## config.mk

```make
export PLATFORM = sky130hd
export DESIGN_NAME = bio_options
export DESIGN_NICKNAME = d
export VERILOG_FILES = /design/src/shared/bio_pkg.sv /design/src/shared/bio_chk_if.sv /design/src/design/bio_options.sv /design/src/design/bio_req_check.sv
export SDC_FILE = /design/constraint.sdc
export NUM_CORES = 1
export LEC_CHECK = 0
export CAP_MARGIN = 40
export CORE_UTILIZATION = 40
export CTS_CLUSTER_DIAMETER = 80
export DETAILED_ROUTE_END_ITERATION = 10
export DONT_BUFFER_PORTS = 1
export PLACE_DENSITY = 0.62
export SLEW_MARGIN = 15
export SYNTH_ARGS = -nofsm -noshare
export SYNTH_HDL_FRONTEND = slang
export SYNTH_SLANG_ARGS = --single-unit
```

## constraint.sdc

```tcl
create_clock -name pclk -period 4.34 [get_ports pclk]
set_clock_uncertainty 0.1 [all_clocks]
set_input_delay 0.868 -clock pclk [delete_from_list [all_inputs] [get_ports pclk]]
set_output_delay 0.868 -clock pclk [all_outputs]
set_load 0.1 [all_outputs]
```

## src/shared/bio_pkg.sv

```systemverilog
// Constants for the bus information options register block.
// Assumes a 32-bit APB register bus with byte addresses on paddr.
package bio_pkg;

    // Address map.
    localparam int          BIO_ADDR_W      = 12;
    localparam logic [11:0] BIO_OFF_OPTIONS = 12'h020;

    // Field positions inside the options quadlet.
    localparam int BIO_FLAG_HI = 31;
    localparam int BIO_FLAG_LO = 27;
    localparam int BIO_PMC_BIT = 27;
    localparam int BIO_RSA_HI  = 26;
    localparam int BIO_RSA_LO  = 24;
    localparam int BIO_ACC_HI  = 23;
    localparam int BIO_ACC_LO  = 16;
    localparam int BIO_MREQ_HI = 15;
    localparam int BIO_MREQ_LO = 12;
    localparam int BIO_RSB_HI  = 11;
    localparam int BIO_RSB_LO  = 8;
    localparam int BIO_GEN_HI  = 7;
    localparam int BIO_GEN_LO  = 6;
    localparam int BIO_RSC_HI  = 5;
    localparam int BIO_RSC_LO  = 3;
    localparam int BIO_SPD_HI  = 2;
    localparam int BIO_SPD_LO  = 0;

    // Reset and constant field values.
    localparam logic [4:0] BIO_FLAG_RST = 5'h00;
    localparam logic [7:0] BIO_ACC_RST  = 8'h00;
    localparam logic [3:0] BIO_MREQ_RST = 4'ha;
    localparam logic [1:0] BIO_GEN_RST  = 2'h0;
    localparam logic [2:0] BIO_SPD_VAL  = 3'h2;
    localparam logic [3:0] BIO_MREQ_MIN = 4'h8;

    // Width of a received payload length.
    localparam int BIO_LEN_W = 16;

    typedef logic [31:0] bio_word_t;

endpackage : bio_pkg

```

## src/shared/bio_chk_if.sv

```systemverilog
// Carries the request-size limit and received write lengths between the
// options register and the payload length checker.
// Assumes both ends run on the same clock.
`timescale 1ns/10ps
interface bio_chk_if;
    import bio_pkg::*;

    logic [3:0]           max_req;
    logic                 rx_valid;
    logic [BIO_LEN_W-1:0] rx_len;
    logic                 too_long;

    modport regs (output max_req, output rx_valid, output rx_len,
                  input too_long);
    modport chk  (input max_req, input rx_valid, input rx_len,
                  output too_long);
endinterface : bio_chk_if

```

## src/design/bio_options.sv

```systemverilog
// Bus information options register with its APB slave port.
// Assumes an APB3 master on pclk, a global reset that the system drives
// at power-up, and node events that are one-cycle pulses on pclk.
// Notes on behaviour
// (RL1) 32-bit register at 20h, published as quadlet.
// (RL2) Software sets capability flags before link enable.
// (RL3) Bits 31..27 read/write, reset to zero.
// (RL4) Bit 27 set advertises power management capability.
// (RL5) Bits 26..24 read as zero.
// (RL6) Clock accuracy bits 23..16, read/write, reset 00h.
// (RL7) Request size is two to exponent plus one.
// (RL8) Software keeps exponent valid while link enabled.
// (RL9) Oversized block write may raise type error.
// (RL10) Software reset keeps exponent; hardware reset loads Ah.
// (RL11) Exponent reset only by the global reset.
// (RL12) Generation count bumps after ROM change, bus reset.
// (RL13) Speed bits read constant 010.
// (RL14) Bits 11..8 read as zero.
// (RL15) Writes touch only read/write fields.
`timescale 1ns/10ps
module bio_options (
    // Clock, resets and enable.
    input  wire logic                        pclk,
    input  wire logic                        presetn,
    input  wire logic                        global_reset_n,
    input  wire logic                        pclk_en,
    // APB slave.
    input  wire logic                        psel,
    input  wire logic                        penable,
    input  wire logic                        pwrite,
    input  wire logic [bio_pkg::BIO_ADDR_W-1:0] paddr,
    input  wire logic [31:0]                 pwdata,
    output logic      [31:0]                 prdata,
    output logic                             pready,
    output logic                             pslverr,
    // Node events.
    input  wire logic                        soft_reset,
    input  wire logic                        bus_reset,
    input  wire logic                        rom_changed,
    input  wire logic                        rx_wr_valid,
    input  wire logic [bio_pkg::BIO_LEN_W-1:0] rx_wr_len,
    // Published values.
    output logic      [31:0]                 bus_info_quadlet,
    output logic                             ack_type_error
);
    import bio_pkg::*;

    bio_chk_if chk_link ();

    // Read/write fields.
    logic [4:0] flags;
    logic [7:0] clk_acc;
    logic [1:0] gen_count;
    logic       rom_dirty;
    logic [3:0] max_req;
    logic [4:0] next_flags;
    logic [7:0] next_clk_acc;
    logic [1:0] next_gen_count;
    logic       next_rom_dirty;
    logic [3:0] next_max_req;

    // Bus response state.
    logic [31:0] next_prdata;
    logic        next_pready;
    logic        next_pslverr;
    logic [31:0] next_quadlet;

    logic        access;
    logic        hit;
    logic        wr_hit;
    logic        bump;
    bio_word_t   cur_word;

    always_comb begin
        access = psel && penable;
        hit    = (paddr == BIO_OFF_OPTIONS);
        // A write lands on the edge at which pready is seen high.
        wr_hit = access && pready && pwrite && hit;
        bump   = bus_reset && rom_dirty;
    end

    // Assemble the quadlet; reserved bits are tied to zero.
    always_comb begin
        cur_word = '0;                                        // [RL5] [RL14]
        cur_word[BIO_FLAG_HI:BIO_FLAG_LO] = flags;            // [RL3] [RL4]
        cur_word[BIO_ACC_HI:BIO_ACC_LO]   = clk_acc;          // [RL6]
        cur_word[BIO_MREQ_HI:BIO_MREQ_LO] = max_req;          // [RL7]
        cur_word[BIO_GEN_HI:BIO_GEN_LO]   = gen_count;        // [RL12]
        cur_word[BIO_SPD_HI:BIO_SPD_LO]   = BIO_SPD_VAL;      // [RL13]
    end

    // Next values of the fields reset by presetn or a software reset.
    always_comb begin
        next_flags     = flags;
        next_clk_acc   = clk_acc;
        next_gen_count = gen_count;
        // A ROM change in the same cycle as a bus reset stays pending.
        next_rom_dirty = rom_changed || (rom_dirty && !bus_reset);
        if (bump) begin
            next_gen_count = gen_count + 2'h1;                // [RL12]
        end
        if (wr_hit) begin
            // Only read/write positions are taken from the write data.
            next_flags     = pwdata[BIO_FLAG_HI:BIO_FLAG_LO]; // [RL3] [RL15]
            next_clk_acc   = pwdata[BIO_ACC_HI:BIO_ACC_LO];   // [RL6] [RL15]
            next_gen_count = pwdata[BIO_GEN_HI:BIO_GEN_LO];   // [RL12] [RL15]
        end
        if (soft_reset) begin
            next_flags     = BIO_FLAG_RST;
            next_clk_acc   = BIO_ACC_RST;
            next_gen_count = BIO_GEN_RST;
        end
    end

    always_ff @(posedge pclk or negedge presetn) begin
        if (!presetn) begin
            flags     <= BIO_FLAG_RST;                        // [RL3]
            clk_acc   <= BIO_ACC_RST;                         // [RL6]
            gen_count <= BIO_GEN_RST;
            rom_dirty <= 1'b0;
        end else if (pclk_en) begin
            flags     <= next_flags;
            clk_acc   <= next_clk_acc;
            gen_count <= next_gen_count;
            rom_dirty <= next_rom_dirty;
        end
    end

    // The exponent ignores the software reset and presetn.
    always_comb begin
        next_max_req = max_req;                               // [RL10]
        if (wr_hit) begin
            next_max_req = pwdata[BIO_MREQ_HI:BIO_MREQ_LO];   // [RL15]
        end
    end

    always_ff @(posedge pclk or negedge global_reset_n) begin
        if (!global_reset_n) begin
            max_req <= BIO_MREQ_RST;                          // [RL10] [RL11]
        end else if (pclk_en) begin
            max_req <= next_max_req;
        end
    end

    // APB answer: one wait state, error on any unmapped address.
    always_comb begin
        next_pready  = access && !pready;
        next_pslverr = access && !pready && !hit;
        next_prdata  = prdata;
        if (access && !pready) begin
            next_prdata = hit ? cur_word : 32'h00000000;      // [RL5] [RL14]
        end
        next_quadlet = cur_word;                              // [RL1]
    end

    always_ff @(posedge pclk or negedge presetn) begin
        if (!presetn) begin
            pready           <= 1'b0;
            pslverr          <= 1'b0;
            prdata           <= 32'h00000000;
            bus_info_quadlet <= {BIO_FLAG_RST, 3'h0, BIO_ACC_RST,
                                 BIO_MREQ_RST, 4'h0, BIO_GEN_RST,
                                 3'h0, BIO_SPD_VAL};
        end else if (pclk_en) begin
            pready           <= next_pready;
            pslverr          <= next_pslverr;
            prdata           <= next_prdata;
            bus_info_quadlet <= next_quadlet;                 // [RL1]
        end
    end

    assign chk_link.max_req  = max_req;
    assign chk_link.rx_valid = rx_wr_valid;
    assign chk_link.rx_len   = rx_wr_len;

    bio_req_check u_req_check (
        .pclk    (pclk),
        .presetn (presetn),
        .pclk_en (pclk_en),
        .chk     (chk_link.chk)
    );

    assign ack_type_error = chk_link.too_long;                // [RL9]

    // Checks on the register behaviour.
    quad_mirror_a: assert property ( // [RL1]
        @(posedge pclk) disable iff (!presetn)
        pclk_en |=> bus_info_quadlet == $past(cur_word))
        else $error("published quadlet differs from register");

    flag_write_a: assert property ( // [RL3]
        @(posedge pclk) disable iff (!presetn)
        pclk_en && wr_hit && !soft_reset
        |=> flags == $past(pwdata[31:27]))
        else $error("capability flags not written");

    pmc_publish_a: assert property ( // [RL4]
        @(posedge pclk) disable iff (!presetn)
        pclk_en && flags[0] |=> bus_info_quadlet[BIO_PMC_BIT])
        else $error("power management flag not published");

    rsvd_zero_a: assert property ( // [RL5]
        @(posedge pclk) disable iff (!presetn)
        pready |-> prdata[26:24] == 3'h0 && prdata[5:3] == 3'h0)
        else $error("upper reserved bits read nonzero");

    rsvd_low_a: assert property ( // [RL14]
        @(posedge pclk) disable iff (!presetn)
        pready |-> prdata[11:8] == 4'h0)
        else $error("bits 11 to 8 read nonzero");

    acc_write_a: assert property ( // [RL6]
        @(posedge pclk) disable iff (!presetn)
        pclk_en && wr_hit && !soft_reset
        |=> clk_acc == $past(pwdata[23:16]))
        else $error("clock accuracy not written");

    mreq_soft_a: assert property ( // [RL10]
        @(posedge pclk) disable iff (!presetn || !global_reset_n)
        soft_reset && !wr_hit |=> $stable(max_req))
        else $error("software reset changed exponent");

    mreq_global_reset_n_a: assert property ( // [RL11]
        @(posedge pclk) disable iff (!presetn)
        !global_reset_n |-> max_req == 4'ha)
        else $error("global reset did not load exponent");

    speed_const_a: assert property ( // [RL13]
        @(posedge pclk) disable iff (!presetn)
        bus_info_quadlet[2:0] == 3'b010 && (!pready || !hit
        || prdata[2:0] == 3'b010))
        else $error("speed code is not 010");

    gen_bump_a: assert property ( // [RL12]
        @(posedge pclk) disable iff (!presetn)
        pclk_en && bump && !wr_hit && !soft_reset
        |=> gen_count == $past(gen_count) + 2'h1)
        else $error("generation count did not advance");

    ro_ignore_a: assert property ( // [RL15]
        @(posedge pclk) disable iff (!presetn)
        pclk_en && wr_hit |=> ##1 bus_info_quadlet[26:24] == 3'h0
        && bus_info_quadlet[11:8] == 4'h0)
        else $error("write reached a read-only bit");

    bad_addr_a: assert property (
        @(posedge pclk) disable iff (!presetn)
        pclk_en && access && !pready && !hit |=> pready && pslverr)
        else $error("unmapped access not refused");

    write_c: cover property (@(posedge pclk) disable iff (!presetn)
        wr_hit);
    read_c: cover property (@(posedge pclk) disable iff (!presetn)
        access && pready && !pwrite && hit);
    gen_c: cover property (@(posedge pclk) disable iff (!presetn)
        pclk_en && bump);
    soft_c: cover property (@(posedge pclk) disable iff (!presetn)
        soft_reset && max_req != BIO_MREQ_RST);

endmodule : bio_options

```

## src/design/bio_req_check.sv

```systemverilog
// Flags a received block write whose payload exceeds the largest
// supported block request size.
// Assumes requests arrive as one-cycle pulses on the pclk domain.
`timescale 1ns/10ps
module bio_req_check (
    // Clock, reset and enable.
    input wire logic pclk,
    input wire logic presetn,
    input wire logic pclk_en,
    // Link to the options register.
    bio_chk_if.chk   chk
);
    import bio_pkg::*;

    logic [16:0] limit_bytes;
    logic        too_long;
    logic        next_too_long;

    // Size in bytes is two to the power of the exponent plus one.
    always_comb begin
        limit_bytes   = 17'h00001 << (5'(chk.max_req) + 5'h01); // [RL7]
        next_too_long = chk.rx_valid
                        && ({1'b0, chk.rx_len} > limit_bytes); // [RL9]
    end

    always_ff @(posedge pclk or negedge presetn) begin
        if (!presetn) begin
            too_long <= 1'b0;
        end else if (pclk_en) begin
            too_long <= next_too_long;
        end
    end

    assign chk.too_long = too_long;

    too_long_a: assert property (@(posedge pclk) disable iff (!presetn)
        pclk_en && chk.rx_valid && (chk.rx_len > 16'(limit_bytes))
        && !limit_bytes[16] |=> too_long) // [RL9]
        else $error("oversized write not flagged");

    short_ok_a: assert property (@(posedge pclk) disable iff (!presetn)
        pclk_en && chk.rx_valid && ({1'b0, chk.rx_len} <= limit_bytes)
        |=> !too_long) // [RL7]
        else $error("write within limit flagged");

    too_long_c: cover property (@(posedge pclk) disable iff (!presetn)
        pclk_en && chk.rx_valid ##1 too_long);

endmodule : bio_req_check

```

==> results of run 1 <==
==> state kept, by name (all words and copies together) (netlist names) <==
name and count:
clk_acc 8, rom_dirty 1, bus_info_quadlet 19, prdata 20, gen_count 2, pready 1, pslverr 1, chk_link.max_req 4
u_req_check.chk.too_long 1, flags 5
==> layout by cell type (no fill, tap or decap), types with 7 or more instances in the layout <==
master                     Yosys  final
sky130_fd_sc_hd__nand3_1      12     12
sky130_fd_sc_hd__dfrtp_1      58     58
sky130_fd_sc_hd__ha_1         16     16
sky130_fd_sc_hd__a22o_1       33     33
sky130_fd_sc_hd__nand2_1      13     13
sky130_fd_sc_hd__conb_1        2     26
sky130_fd_sc_hd__buf_1         2     28
sky130_fd_sc_hd__buf_16        0     32
sky130_fd_sc_hd__clkbuf_1      7     11
sky130_fd_sc_hd__nor2b_1       7      7
sky130_fd_sc_hd__clkbuf_8      0     11
sky130_fd_sc_hd__mux2_2       23     23
==> worst paths after layout <==
kind                                     start                       end  slack, ns  cells after the start
setup reg to reg           chk_link.max_req[1]  u_req_check.chk.too_long       1.86                      7
max in group asynchronous              presetn      bus_info_quadlet[15]       3.85                      0
hold reg to reg                     clk_acc[7]                prdata[23]       0.42                      1
min in group pclk                   clk_acc[7]                prdata[23]       0.42                      1
setup / recovery           chk_link.max_req[1]  u_req_check.chk.too_long       1.86                      7
hold / removal                  global_reset_n       chk_link.max_req[2]       0.11                      0
==> critical path: stages, from the launching register on <==
cell and delay [ns]:
sky130_fd_sc_hd__dfstp_2 0.63, sky130_fd_sc_hd__nor2b_1 0.31, sky130_fd_sc_hd__nand3_1 0.13, sky130_fd_sc_hd__ha_1 0.31, sky130_fd_sc_hd__nand3_1 0.12, sky130_fd_sc_hd__or2_2 0.33, sky130_fd_sc_hd__a311oi_1 0.28, sky130_fd_sc_hd__o32a_1 0.19
==> cells in the mapped netlist (2+ instances only) <==
master,n,area share
sky130_fd_sc_hd__nand4_1,4,0.0082
sky130_fd_sc_hd__o21ai_0,3,0.0049
sky130_fd_sc_hd__a21oi_1,5,0.0082
sky130_fd_sc_hd__conb_1,2,0.0025
sky130_fd_sc_hd__a221o_1,2,0.0066
sky130_fd_sc_hd__nor2_1,3,0.0037
sky130_fd_sc_hd__a22o_1,33,0.095
sky130_fd_sc_hd__buf_1,2,0.0025
sky130_fd_sc_hd__buf_2,3,0.0049
sky130_fd_sc_hd__ha_1,16,0.066
sky130_fd_sc_hd__nor3_1,2,0.0033
sky130_fd_sc_hd__nand3_1,12,0.020
sky130_fd_sc_hd__dfstp_2,4,0.035
sky130_fd_sc_hd__dfrtp_1,58,0.48
sky130_fd_sc_hd__nand2_1,13,0.016
sky130_fd_sc_hd__clkbuf_1,7,0.0086
sky130_fd_sc_hd__inv_1,3,0.0037
sky130_fd_sc_hd__o21a_1,2,0.0049
sky130_fd_sc_hd__mux2_2,23,0.085
sky130_fd_sc_hd__buf_4,25,0.062
sky130_fd_sc_hd__a21o_1,4,0.0099
sky130_fd_sc_hd__nor2b_1,7,0.014
==> routing by layer <==
metal / wire length (µm) / GRT usage
met1: 2710 / 0.207
met2: 3530 / 0.303
met3: 705 / 0.0776
met4: 154 / 0.110
met5: 0 / 0
==> layout make-up <==
cell class,count,area (µm²)
clock buffer,12,155
clock inverter,4,70.1
fill,604,2850
inverter,3,11.3
multi-input combinational,172,1320
sequential,62,1560
tap,99,124
timing repair buffer,79,1200
==> cells by family (layout without fill, tap and decap cells) <==
logic type | count (synthesis) | after routing | share of synthesized area
compound gates | 56 | 56 | 0.148
fa+ha+maj | 16 | 16 | 0.0658
buf+inv | 41 | 98 | 0.0851
flops | 62 | 62 | 0.511
mux | 23 | 23 | 0.0851
other cells | 2 | 26 | 0.00247
simple gates | 51 | 51 | 0.102
==> report_power, final <==
part / total, W / switching [W] / internal [W]
clock network: 0.000570 / 0.000218 / 0.000353
registers: 0.000603 / 0.0000140 / 0.000589
logic: 0.000231 / 0.000168 / 0.0000624
==> per-stage QoR <==
| stage | hold WS, ns | setup WS (ns) | cell area [µm²] | utilization |
|---|---|---|---|---|
| 5_1_grt | 0.0848 | 1.73 | 4440 | 0.609 |
| 2_1_floorplan | 0.382 | 2.00 | 3130 | - |
| 3_5_place_dp | 0.410 | 1.78 | 3970 | 0.544 |
| 4_1_cts | 0.0964 | 1.86 | 4200 | 0.575 |
| 6_report | 0.113 | 1.86 | 4440 | 0.609 |
| 3_3_place_gp | 0.399 | 1.78 | 3020 | 0.414 |
==> implementation parameters, run 1 <==
Parameter                              Value

Placed design
  Input/output buffers    0
  Routability cong.    0.711
  Cells after DPL    397
  Hpwl dp    5090 µm

Clock network
  Total clock buffers created by CTS    9
  Max Root-Sink Buffers    2
  Clock transition time at the flip-flop clock pins of the worst setup and hold paths    about 0.07 ns
  Master cell of the clock root buffer    sky130_fd_sc_hd__clkbuf_8
  Clock sinks    62
  Clock network latency to the later pin of the worst-skew pair    ~0.34 ns
  Hold Buf Count CTS    0
  CTS H-tree lvls    3
  Clock tree from TritonCTS    done
  # resized after CTS    0
  Post-CTS Setup Bufs    0

Floorplan
  Site row count    31
  Full die area    7960 µm²
  Vertical extent of the die    89.2 µm
  DIE WIDTH    89.2 µm
  Area of the core    7290 µm²
  Number of ports placed on the die boundary    138
  Initial Util    0.417

Synthesis
  Post-synthesis instance area    3040 µm²
  Number of enable flip-flop cells after synthesis    0
  Asr flop ratio synth    1.00
  Per-instance average area after synthesis    approximately 12 µm²
  Yosys warnings    0
  Post-synthesis sequential element count    62
  Post-Syn Instances    251
  Number of distinct library cells after synthesis    40
  Primary FF master, synth    sky130_fd_sc_hd__dfrtp_1
  Share of synthesized area occupied by flip-flops and latches    0.511

STA
  Final setup violation count    0
  Number of endpoints with negative hold slack in the final report    0
  RSZ-0062 raised after global routing    no
  Total count of max-transition violations in the final report    0
  Ratio of final minimum period to clock period    0.572
  Post-route setup TNS    0 ns
  Max Freq    0.403 GHz
  Final critical-path required period    ~2.5 ns
  Remaining max-slew budget at the tightest pin    0.408
  Actual transition at the worst max-transition pin    0.888 ns

Pwr
  Total power divided by cell area    316 nW/µm²
  Total power consumption of the routed design    0.00140 W
  Leakage    2.04 nW
  Maximum vdd ir drop    206 µV

GRT
  Via count of the first global-routing pass    roughly 2.2k
  Initial antenna violation count    0
  Total gr overflow    0
  Maximum number of pins on one net before global-route repair    59
  Wire length of the first global-routing pass    10,900 µm
  Total routing usage reported by global routing    0.187

Detailed routing
  Iter 0 DRT Violations    80
  Pre-Repair DR Iteration Count    4
  Remaining antenna violation count after routing    0
  Number of DRC violations after detailed routing    0
  Wirelength, routed    7100 µm
  Number of vias after detailed routing    2,197
  Vias per cell    5.10
  Routed length per placed instance    16.5 µm

Worst setup path
  Category of the worst setup path capture point    register
  Data arrival time of the critical path    between 2 and 3 ns
  Maximum fanout count along the critical path    10
  Path type of the worst setup path    register to register
  Required @ worst endpoint    4.51 ns
  Worst setup SP type    register

Status
  Result of the run    completed

Layout
  Antenna cell count    0
  Final cell count without fillers    approximately 430
  Final net count    414
  Area growth syn-to-layout    45.8%
  Share of post-route cells with drive strength above 1    0.271

Flow run
  Maximum Capacitance Violations    0

Min path
  Hold crit path type    primary input to async pin
Note: power is estimated with default switching activity, not from simulation.
==> run 2: changes to the inputs <==
- clock period: 4.34 -> 2.38 ns (I/O delays scaled with it)
==> run 2 against run 1 <==
  * Worst setup slack got worse by 1.8 ns
  * Combinational power up 42%
  * Largest power group unchanged
  * Sequential share of layout area increased by 5.2 points
  * Non-clock buffer count decreased by 16
  * Critical path type unchanged
==> implementation parameters, run 2 (synthesis results as in run 1) <==
Parameter                              Value

Layout
  Final net count    398 (-3.9%)
  Share of post-route cells with drive strength above 1    0.301 (+0.0295)
  Leading cell types in the layout, fill and taps excluded    58 x sky130_fd_sc_hd__dfrtp_1, 34 x sky130_fd_sc_hd__buf_4, 33 x sky130_fd_sc_hd__a22o_1, 26 x sky130_fd_sc_hd__conb_1, 23 x sky130_fd_sc_hd__mux2_2
  Number of flip-flops under the largest register name    20 (unchanged)
  Area growth syn-to-layout    27.0%
  Most common cell after layout, fill and taps aside    sky130_fd_sc_hd__dfrtp_1
  Largest registers in the final layout    prdata (20), bus_info_quadlet (19), clk_acc (8)
  Most flops, register    prdata
  Antenna cell count    0 (unchanged)

Worst setup path
  Critical Path Slowest Stage Cell    sky130_fd_sc_hd__dfrtp_1
  Data arrival time of the critical path    2.44 ns (-0.21 ns)
  Category of the worst setup path capture point    register
  Longest individual stage delay on the worst path    0.49 ns (-0.14 ns)
  Worst setup SP type    register
  Path type of the worst setup path    register to register
  Maximum fanout count along the critical path    8 (-2)
  Worst path cell trace    nor2b_1 -> nand3_1 -> ha_1 -> nand3_1 -> or2_2 -> a311oi_1 -> o32a_1
  Required @ worst endpoint    2.54 ns (-1.97 ns)
  Critical path's most frequent cell    sky130_fd_sc_hd__nand3_1

GRT
  Initial antenna violation count    0 (unchanged)
  Wire length of the first global-routing pass    9900 µm (-9.0%)
  Maximum number of pins on one net before global-route repair    59 (unchanged)
  Total routing usage reported by global routing    0.170 (-0.0168)
  Via count of the first global-routing pass    2,115 (-5.5%)
  Total gr overflow    0 (unchanged)

STA
  Final setup violation count    0 (unchanged)
  RSZ-0062 raised after global routing    no
  Final-layout worst hold slack    0.169 ns (+0.0563 ns)
  Final critical-path required period    2.28 ns (-0.207 ns)
  Number of endpoints with negative hold slack in the final report    0 (unchanged)
  Max Freq    0.440 GHz (+9.1%)
  Total count of max-transition violations in the final report    0 (unchanged)
  Ratio of final minimum period to clock period    0.956 (+0.384)
  Remaining max-slew budget at the tightest pin    0.405 (-0.00371)
  Post-route setup TNS    0 ns (unchanged)
  Actual transition at the worst max-transition pin    0.893 ns (+0.00556 ns)

Floorplan
  Number of ports placed on the die boundary    138 (unchanged)
  Initial Util    0.417 (unchanged)
  Vertical extent of the die    89.2 µm (unchanged)
  Full die area    7960 µm² (unchanged)
  Area of the core    7290 µm² (unchanged)
  DIE WIDTH    89.2 µm (unchanged)
  Site row count    31 (unchanged)

Detailed routing
  Iter 0 DRT Violations    93 (+16%)
  Number of vias after detailed routing    2,142 (-2.5%)
  Routed length per placed instance    16.0 µm (-3.1%)
  Wirelength, routed    6620 µm (-6.7%)
  Number of DRC violations after detailed routing    0 (unchanged)
  Pre-Repair DR Iteration Count    4 (unchanged)
  Vias per cell    5.16 (+1.3%)
  Remaining antenna violation count after routing    0 (unchanged)

Clock network
  Clock tree from TritonCTS    done
  Clock sinks    62 (unchanged)
  Max Root-Sink Buffers    2 (unchanged)
  Post-CTS Setup Bufs    0 (unchanged)
  Total clock buffers created by CTS    9 (unchanged)
  Master cell of the clock root buffer    sky130_fd_sc_hd__clkbuf_8
  Clock transition time at the flip-flop clock pins of the worst setup and hold paths    0.06 ns (about the same)
  CTS H-tree lvls    3 (unchanged)
  Clock network latency to the later pin of the worst-skew pair    0.33 ns (about the same)

Flow run
  Maximum Capacitance Violations    0 (unchanged)

Pwr
  Total power divided by cell area    586 nW/µm² (+85%)
  Total power consumption of the routed design    0.00227 W (+61%)
  Maximum vdd ir drop    410 µV (+99%)
  Leakage    1.88 nW (-8.0%)

Placed design
  Routability cong.    0.758 (+6.5%)
  Hpwl dp    4700 µm (-7.7%)
  Input/output buffers    0 (unchanged)

Min path
  Hold crit path type    primary input to register

Status
  Result of the run    completed
-- run 2: cell count changes in the layout (fill, tap and decap cells not counted) --
cell | before | now
sky130_fd_sc_hd__clkbuf_16 | 6 | 3
sky130_fd_sc_hd__dlygate4sd3_1 | 0 | 2
sky130_fd_sc_hd__buf_1 | 28 | 5
sky130_fd_sc_hd__bufinv_16 | 2 | 0
sky130_fd_sc_hd__clkbuf_1 | 11 | 13
sky130_fd_sc_hd__nor2b_1 | 7 | 5
sky130_fd_sc_hd__clkinv_2 | 2 | 1
sky130_fd_sc_hd__nor2b_2 | 0 | 2
sky130_fd_sc_hd__buf_6 | 1 | 0
sky130_fd_sc_hd__buf_4 | 2 | 34
sky130_fd_sc_hd__buf_16 | 32 | 10
-- run 2: layer usage --
metal / GRT usage / share of wire / vias to the layer above
met2: 0.286 / 0.49 / 80
met3: 0.0739 / 0.089 / 12
met5: 0 / 0 / -
li1: - / - / 998
met4: 0.0649 / 0.016 / 0
met1: 0.192 / 0.40 / 1052
-- run 2: worst max-delay path: cells and delay by family (launching register included) --
kind / cells / cell delay, ns
AO/OA/AOI/OAI: 2 / 0.47
adder cells (fa/ha/maj): 1 / 0.32
flip-flops: 1 / 0.49
AND/OR/NAND/NOR: 4 / 0.84
-- run 2: cell type report --
cell class	instances	area, µm²
inverters	3	11.3
repair buffers	63	678
clock buffers	15	166
clock inverters	1	5.00
well taps	99	124
multi-input cells	172	1330
fillers	646	3420
flip-flops and latches	62	1560
-- run 2: repair_timing --
item | 4_1_cts | 5_1_grt
hold buffers | 3 | 0
resized for setup | 0 | 2
hold endpoints to repair | 62 | 0
endpoints found under the setup margin | 0 | 1
-- run 2: worst paths after layout --
check,cells past startpoint,startpoint,slack [ns],end
min in group asynchronous,1,global_reset_n,0.31,chk_link.max_req[0]
worst min-delay path,1,pclk_en,0.17,pready
max in group asynchronous,2,presetn,1.28,bus_info_quadlet[15]
worst min register to register,1,prdata[12],0.41,prdata[12]
worst max-delay path,7,chk_link.max_req[0],0.10,u_req_check.chk.too_long
worst max register to register,7,chk_link.max_req[0],0.10,u_req_check.chk.too_long
-- run 2: stage by stage --
stage               setup WS (ns)  cells  utilization  area [µm²]
floorplan                  0.0406    275            -        3130
global placement            0.107    369        0.447        3260
detailed placement         0.0669    380        0.470        3420
CTS                        0.0451    399        0.500        3640
global route               0.0148    415        0.530        3870
finish                      0.105    415        0.530        3870
-- run 2: report_power, final --
part / switching (W) / internal [W] / total (W)
clock network: 0.000359 / 0.000435 / 0.000794
registers: 0.0000706 / 0.00107 / 0.00114
logic: 0.000265 / 0.0000629 / 0.000328
total: 0.000695 / 0.00157 / 0.00227
==> run 3: changes to the inputs <==
- ABC_AREA: unset -> 1
- CELL_PAD_IN_SITES_DETAIL_PLACEMENT: unset -> 1
- CELL_PAD_IN_SITES_GLOBAL_PLACEMENT: unset -> 2
- CORE_UTILIZATION: 40 -> 34
- PLACE_DENSITY: 0.62 -> 0.87
==> run 3 against run 2 <==
  * Combinational power increased by 32%
  * Die area increased by 27%
  * Sequential cell count unchanged
  * Synthesized cell count increased by 69%
  * Synthesized area increased by 8.8%
  * Largest cell class unchanged
  * Largest power group unchanged
==> implementation parameters, run 3 <==
Parameter                              Value

Pwr
  Maximum vdd ir drop    239 µV (-42%)
  Total power consumption of the routed design    0.00234 W (+3.3%)
  Total power divided by cell area    609 nW/µm² (+4.0%)
  Leakage    2.14 nW (+14%)

STA
  Total count of max-transition violations in the final report    0 (unchanged)
  Post-route setup TNS    0 ns (unchanged)
  Max Freq    0.475 GHz (+8.1%)
  Number of endpoints with negative hold slack in the final report    0 (unchanged)
  Ratio of final minimum period to clock period    0.884 (-0.0717)
  Actual transition at the worst max-transition pin    0.518 ns (-0.375 ns)
  RSZ-0062 raised after global routing    no
  Remaining max-slew budget at the tightest pin    0.654 (+0.249)
  Final critical-path required period    2.10 ns (-0.171 ns)
  Final setup violation count    0 (unchanged)

Synthesis
  Fraction of synthesized cell area taken by the top area cell type    0.438 (-0.0384)
  Proportion of synthesized area in mux cells    0 (-0.0851)
  Post-synthesis instance area    3310 µm² (+8.8%)
  Cell taking the most area after synthesis    sky130_fd_sc_hd__dfrtp_1
  Synthesized-area fraction occupied by adder cells    0.0605 (-0.00529)
  Combinational family with the most area after synthesis    simple AND/OR/NAND/NOR gates
  Post-Syn Instances    423 (+69%)
  Number of distinct library cells after synthesis    27 (-33%)
  Primary FF master, synth    sky130_fd_sc_hd__dfrtp_1
  Number of enable flip-flop cells after synthesis    0 (unchanged)
  Share of synthesized area occupied by flip-flops and latches    0.470 (-0.0412)
  Asr flop ratio synth    1.00 (unchanged)
  Xor/xnor cell area share of the yosys netlist    0.00265 (+0.00265)
  Post-synthesis sequential element count    62 (unchanged)
  Cell types with the highest counts after synthesis    190 x sky130_fd_sc_hd__nand2_1, 58 x sky130_fd_sc_hd__dfrtp_1, 30 x sky130_fd_sc_hd__nand3_1, 30 x sky130_fd_sc_hd__nor2_1, 25 x sky130_fd_sc_hd__buf_4
  Yosys warnings    0 (unchanged)
  Synthesized-area fraction occupied by ao, oa, aoi and oai cells    0.0306 (-0.117)
  Synthesized-area fraction occupied by and/or/nand/nor cells    0.329 (+0.227)
  Cells taking the most area after synthesis    sky130_fd_sc_hd__dfrtp_1 44%, sky130_fd_sc_hd__nand2_1 22%, sky130_fd_sc_hd__ha_1 6.0%
  Most common cell in the synthesized netlist    sky130_fd_sc_hd__nand2_1
  Per-instance average area after synthesis    7.83 µm² (-35%)

Worst setup path
  Critical path buffer and inverter count    1 (+1)
  Category of the worst setup path capture point    register
  Critical Path Slowest Stage Cell    sky130_fd_sc_hd__dfrtp_1
  Maximum fanout count along the critical path    5 (-3)
  CP delay by family, top    simple AND/OR/NAND/NOR gates
  Required @ worst endpoint    2.55 ns (about the same)
  Critical R2R Launch    chk_link.max_req[0]
  Path type of the worst setup path    register to register
  Source of the critical timing path    chk_link.max_req[0]
  Worst setup SP type    register
  Critical path's most frequent cell    sky130_fd_sc_hd__nand2_1
  Data arrival time of the critical path    2.28 ns (-0.16 ns)
  Worst path cell trace    inv_1 -> nand2_1 -> nor2_1 -> nand2_1 -> ha_1 -> nand2_1 -> nor2_1 -> nor3b_1 -> nand2_1 -> nand3b_1 -> nand2_1 -> nand2_1
  Longest individual stage delay on the worst path    0.41 ns (-0.08 ns)

Detailed routing
  Routed length per placed instance    14.4 µm (-9.9%)
  Number of vias after detailed routing    2,810 (+31%)
  Wirelength, routed    8640 µm (+30%)
  Pre-Repair DR Iteration Count    5 (+1)
  Iter 0 DRT Violations    66 (-29%)
  Number of DRC violations after detailed routing    0 (unchanged)
  Remaining antenna violation count after routing    0 (unchanged)
  Vias per cell    4.68 (-9.4%)

Clock network
  Clock tree from TritonCTS    done
  Max Root-Sink Buffers    2 (unchanged)
  Post-CTS Setup Bufs    0 (unchanged)
  Clock sinks    62 (unchanged)
  Clock transition time at the flip-flop clock pins of the worst setup and hold paths    0.07 ns (about the same)
  Clock network latency to the later pin of the worst-skew pair    0.34 ns (about the same)
  Total clock buffers created by CTS    9 (unchanged)
  Master cell of the clock root buffer    sky130_fd_sc_hd__clkbuf_8
  CTS H-tree lvls    3 (unchanged)

Placed design
  Input/output buffers    0 (unchanged)
  Hpwl dp    6460 µm (+37%)
  Cells after DPL    582 (+53%)
  Routability cong.    0.800 (+5.6%)

Floorplan
  Initial Util    0.355 (-0.0625)
  Number of ports placed on the die boundary    138 (unchanged)
  DIE WIDTH    101 µm (+13%)
  Vertical extent of the die    101 µm (+13%)
  Site row count    35 (+13%)
  Area of the core    9330 µm² (+28%)
  Full die area    10,100 µm² (+27%)

GRT
  Total routing usage reported by global routing    0.180 (+0.0102)
  Maximum number of pins on one net before global-route repair    59 (unchanged)
  Wire length of the first global-routing pass    14,000 µm (+41%)
  Initial antenna violation count    0 (unchanged)
  Total gr overflow    0 (unchanged)
  Via count of the first global-routing pass    2,828 (+34%)

Layout
  Number of flip-flops under the largest register name    20 (unchanged)
  Final cell count without fillers    601 (+45%)
  Leading cell types in the layout, fill and taps excluded    190 x sky130_fd_sc_hd__nand2_1, 58 x sky130_fd_sc_hd__dfrtp_1, 45 x sky130_fd_sc_hd__buf_4, 30 x sky130_fd_sc_hd__nor2_1, 30 x sky130_fd_sc_hd__nand3_1
  Largest registers in the final layout    prdata (20), bus_info_quadlet (19), clk_acc (8)
  Most flops, register    prdata
  Share of post-route cells with drive strength above 1    0.155 (-0.146)
  Antenna cell count    0 (unchanged)
  Final net count    554 (+39%)
  Area growth syn-to-layout    16.1%
  Final core occ    0.412 (-0.118)
  Most common cell after layout, fill and taps aside    sky130_fd_sc_hd__nand2_1
  Count of filler cells inserted in the layout    1,188 (+84%)

Flow run
  Maximum Capacitance Violations    0 (unchanged)

Min path
  Start point of the worst min-delay path    pwdata[13]
  Hold crit path type    primary input to register

Status
  Result of the run    completed
run 3: what timing repair did:
| action | 4_1_cts | 5_1_grt |
|---|---|---|
| endpoints found under the hold margin | 62 | 0 |
| hold buffers | 3 | 0 |
| gates resized for setup | 0 | 0 |
run 3: stage by stage:
stage	hold slack [ns]	setup slack, ns	cell area (µm²)
after floorplan	0.0804	0.374	3400
after global placement	0.0805	0.356	3630
after detailed placement	0.0806	0.299	3630
after CTS	0.130	0.274	3840
after global routing	0.147	0.0647	3840
final	0.140	0.276	3840
run 3: logic make-up after synthesis:
family,after synthesis
AND/OR/NAND/NOR,264
flip-flops,62
buffers and inverters,59
AO/OA/AOI/OAI,19
adder cells (fa/ha/maj),16
other,2
XOR/XNOR,1
run 3: metal layers:
layer / wire (µm) / up-vias / track usage / share of wire
met5: 0 / - / 0 / 0
met4: 82 / 0 / 0.0635 / 0.0095
met3: 648 / 6 / 0.0520 / 0.075
met2: 4230 / 96 / 0.312 / 0.49
met1: 3670 / 1344 / 0.213 / 0.43
li1: - / 1364 / - / -
run 3: power by group:
part           switching [W]  internal, W  total, W
logic               0.000366    0.0000668  0.000433
clock network       0.000420     0.000374  0.000793
registers          0.0000357      0.00108   0.00111
total               0.000821      0.00152   0.00234
run 3: worst register-to-register path, delay by kind of cell, from the launching register on:
kind | cells | cell delay, ns
and+or+nand+nor | 10 | 1.08
buffers and inverters | 1 | 0.17
adders and majority gates | 1 | 0.28
DFF | 1 | 0.41
run 3: path summary, 6_finish.rpt:
kind	slack [ns]	endpoint	cells past startpoint
hold / removal	0.14	chk_link.max_req[1]	2
min in group asynchronous	0.31	chk_link.max_req[2]	1
max in group asynchronous	1.32	bus_info_quadlet[13]	2
setup reg to reg	0.28	u_req_check.chk.too_long	12
hold reg to reg	0.39	prdata[30]	2
setup / recovery	0.28	u_req_check.chk.too_long	12
run 3: final cells by class:
type | instances | area, µm² | area share
Clock buffer | 10 | 128 | 0.0332
Clock inverter | 6 | 38.8 | 0.0101
Inverter | 20 | 75.1 | 0.0195
Timing Repair Buffer | 48 | 385 | 0.100
Tap cell | 129 | 161 | 0.0420
Sequential cell | 62 | 1560 | 0.405
Multi-Input combinational cell | 326 | 1500 | 0.390
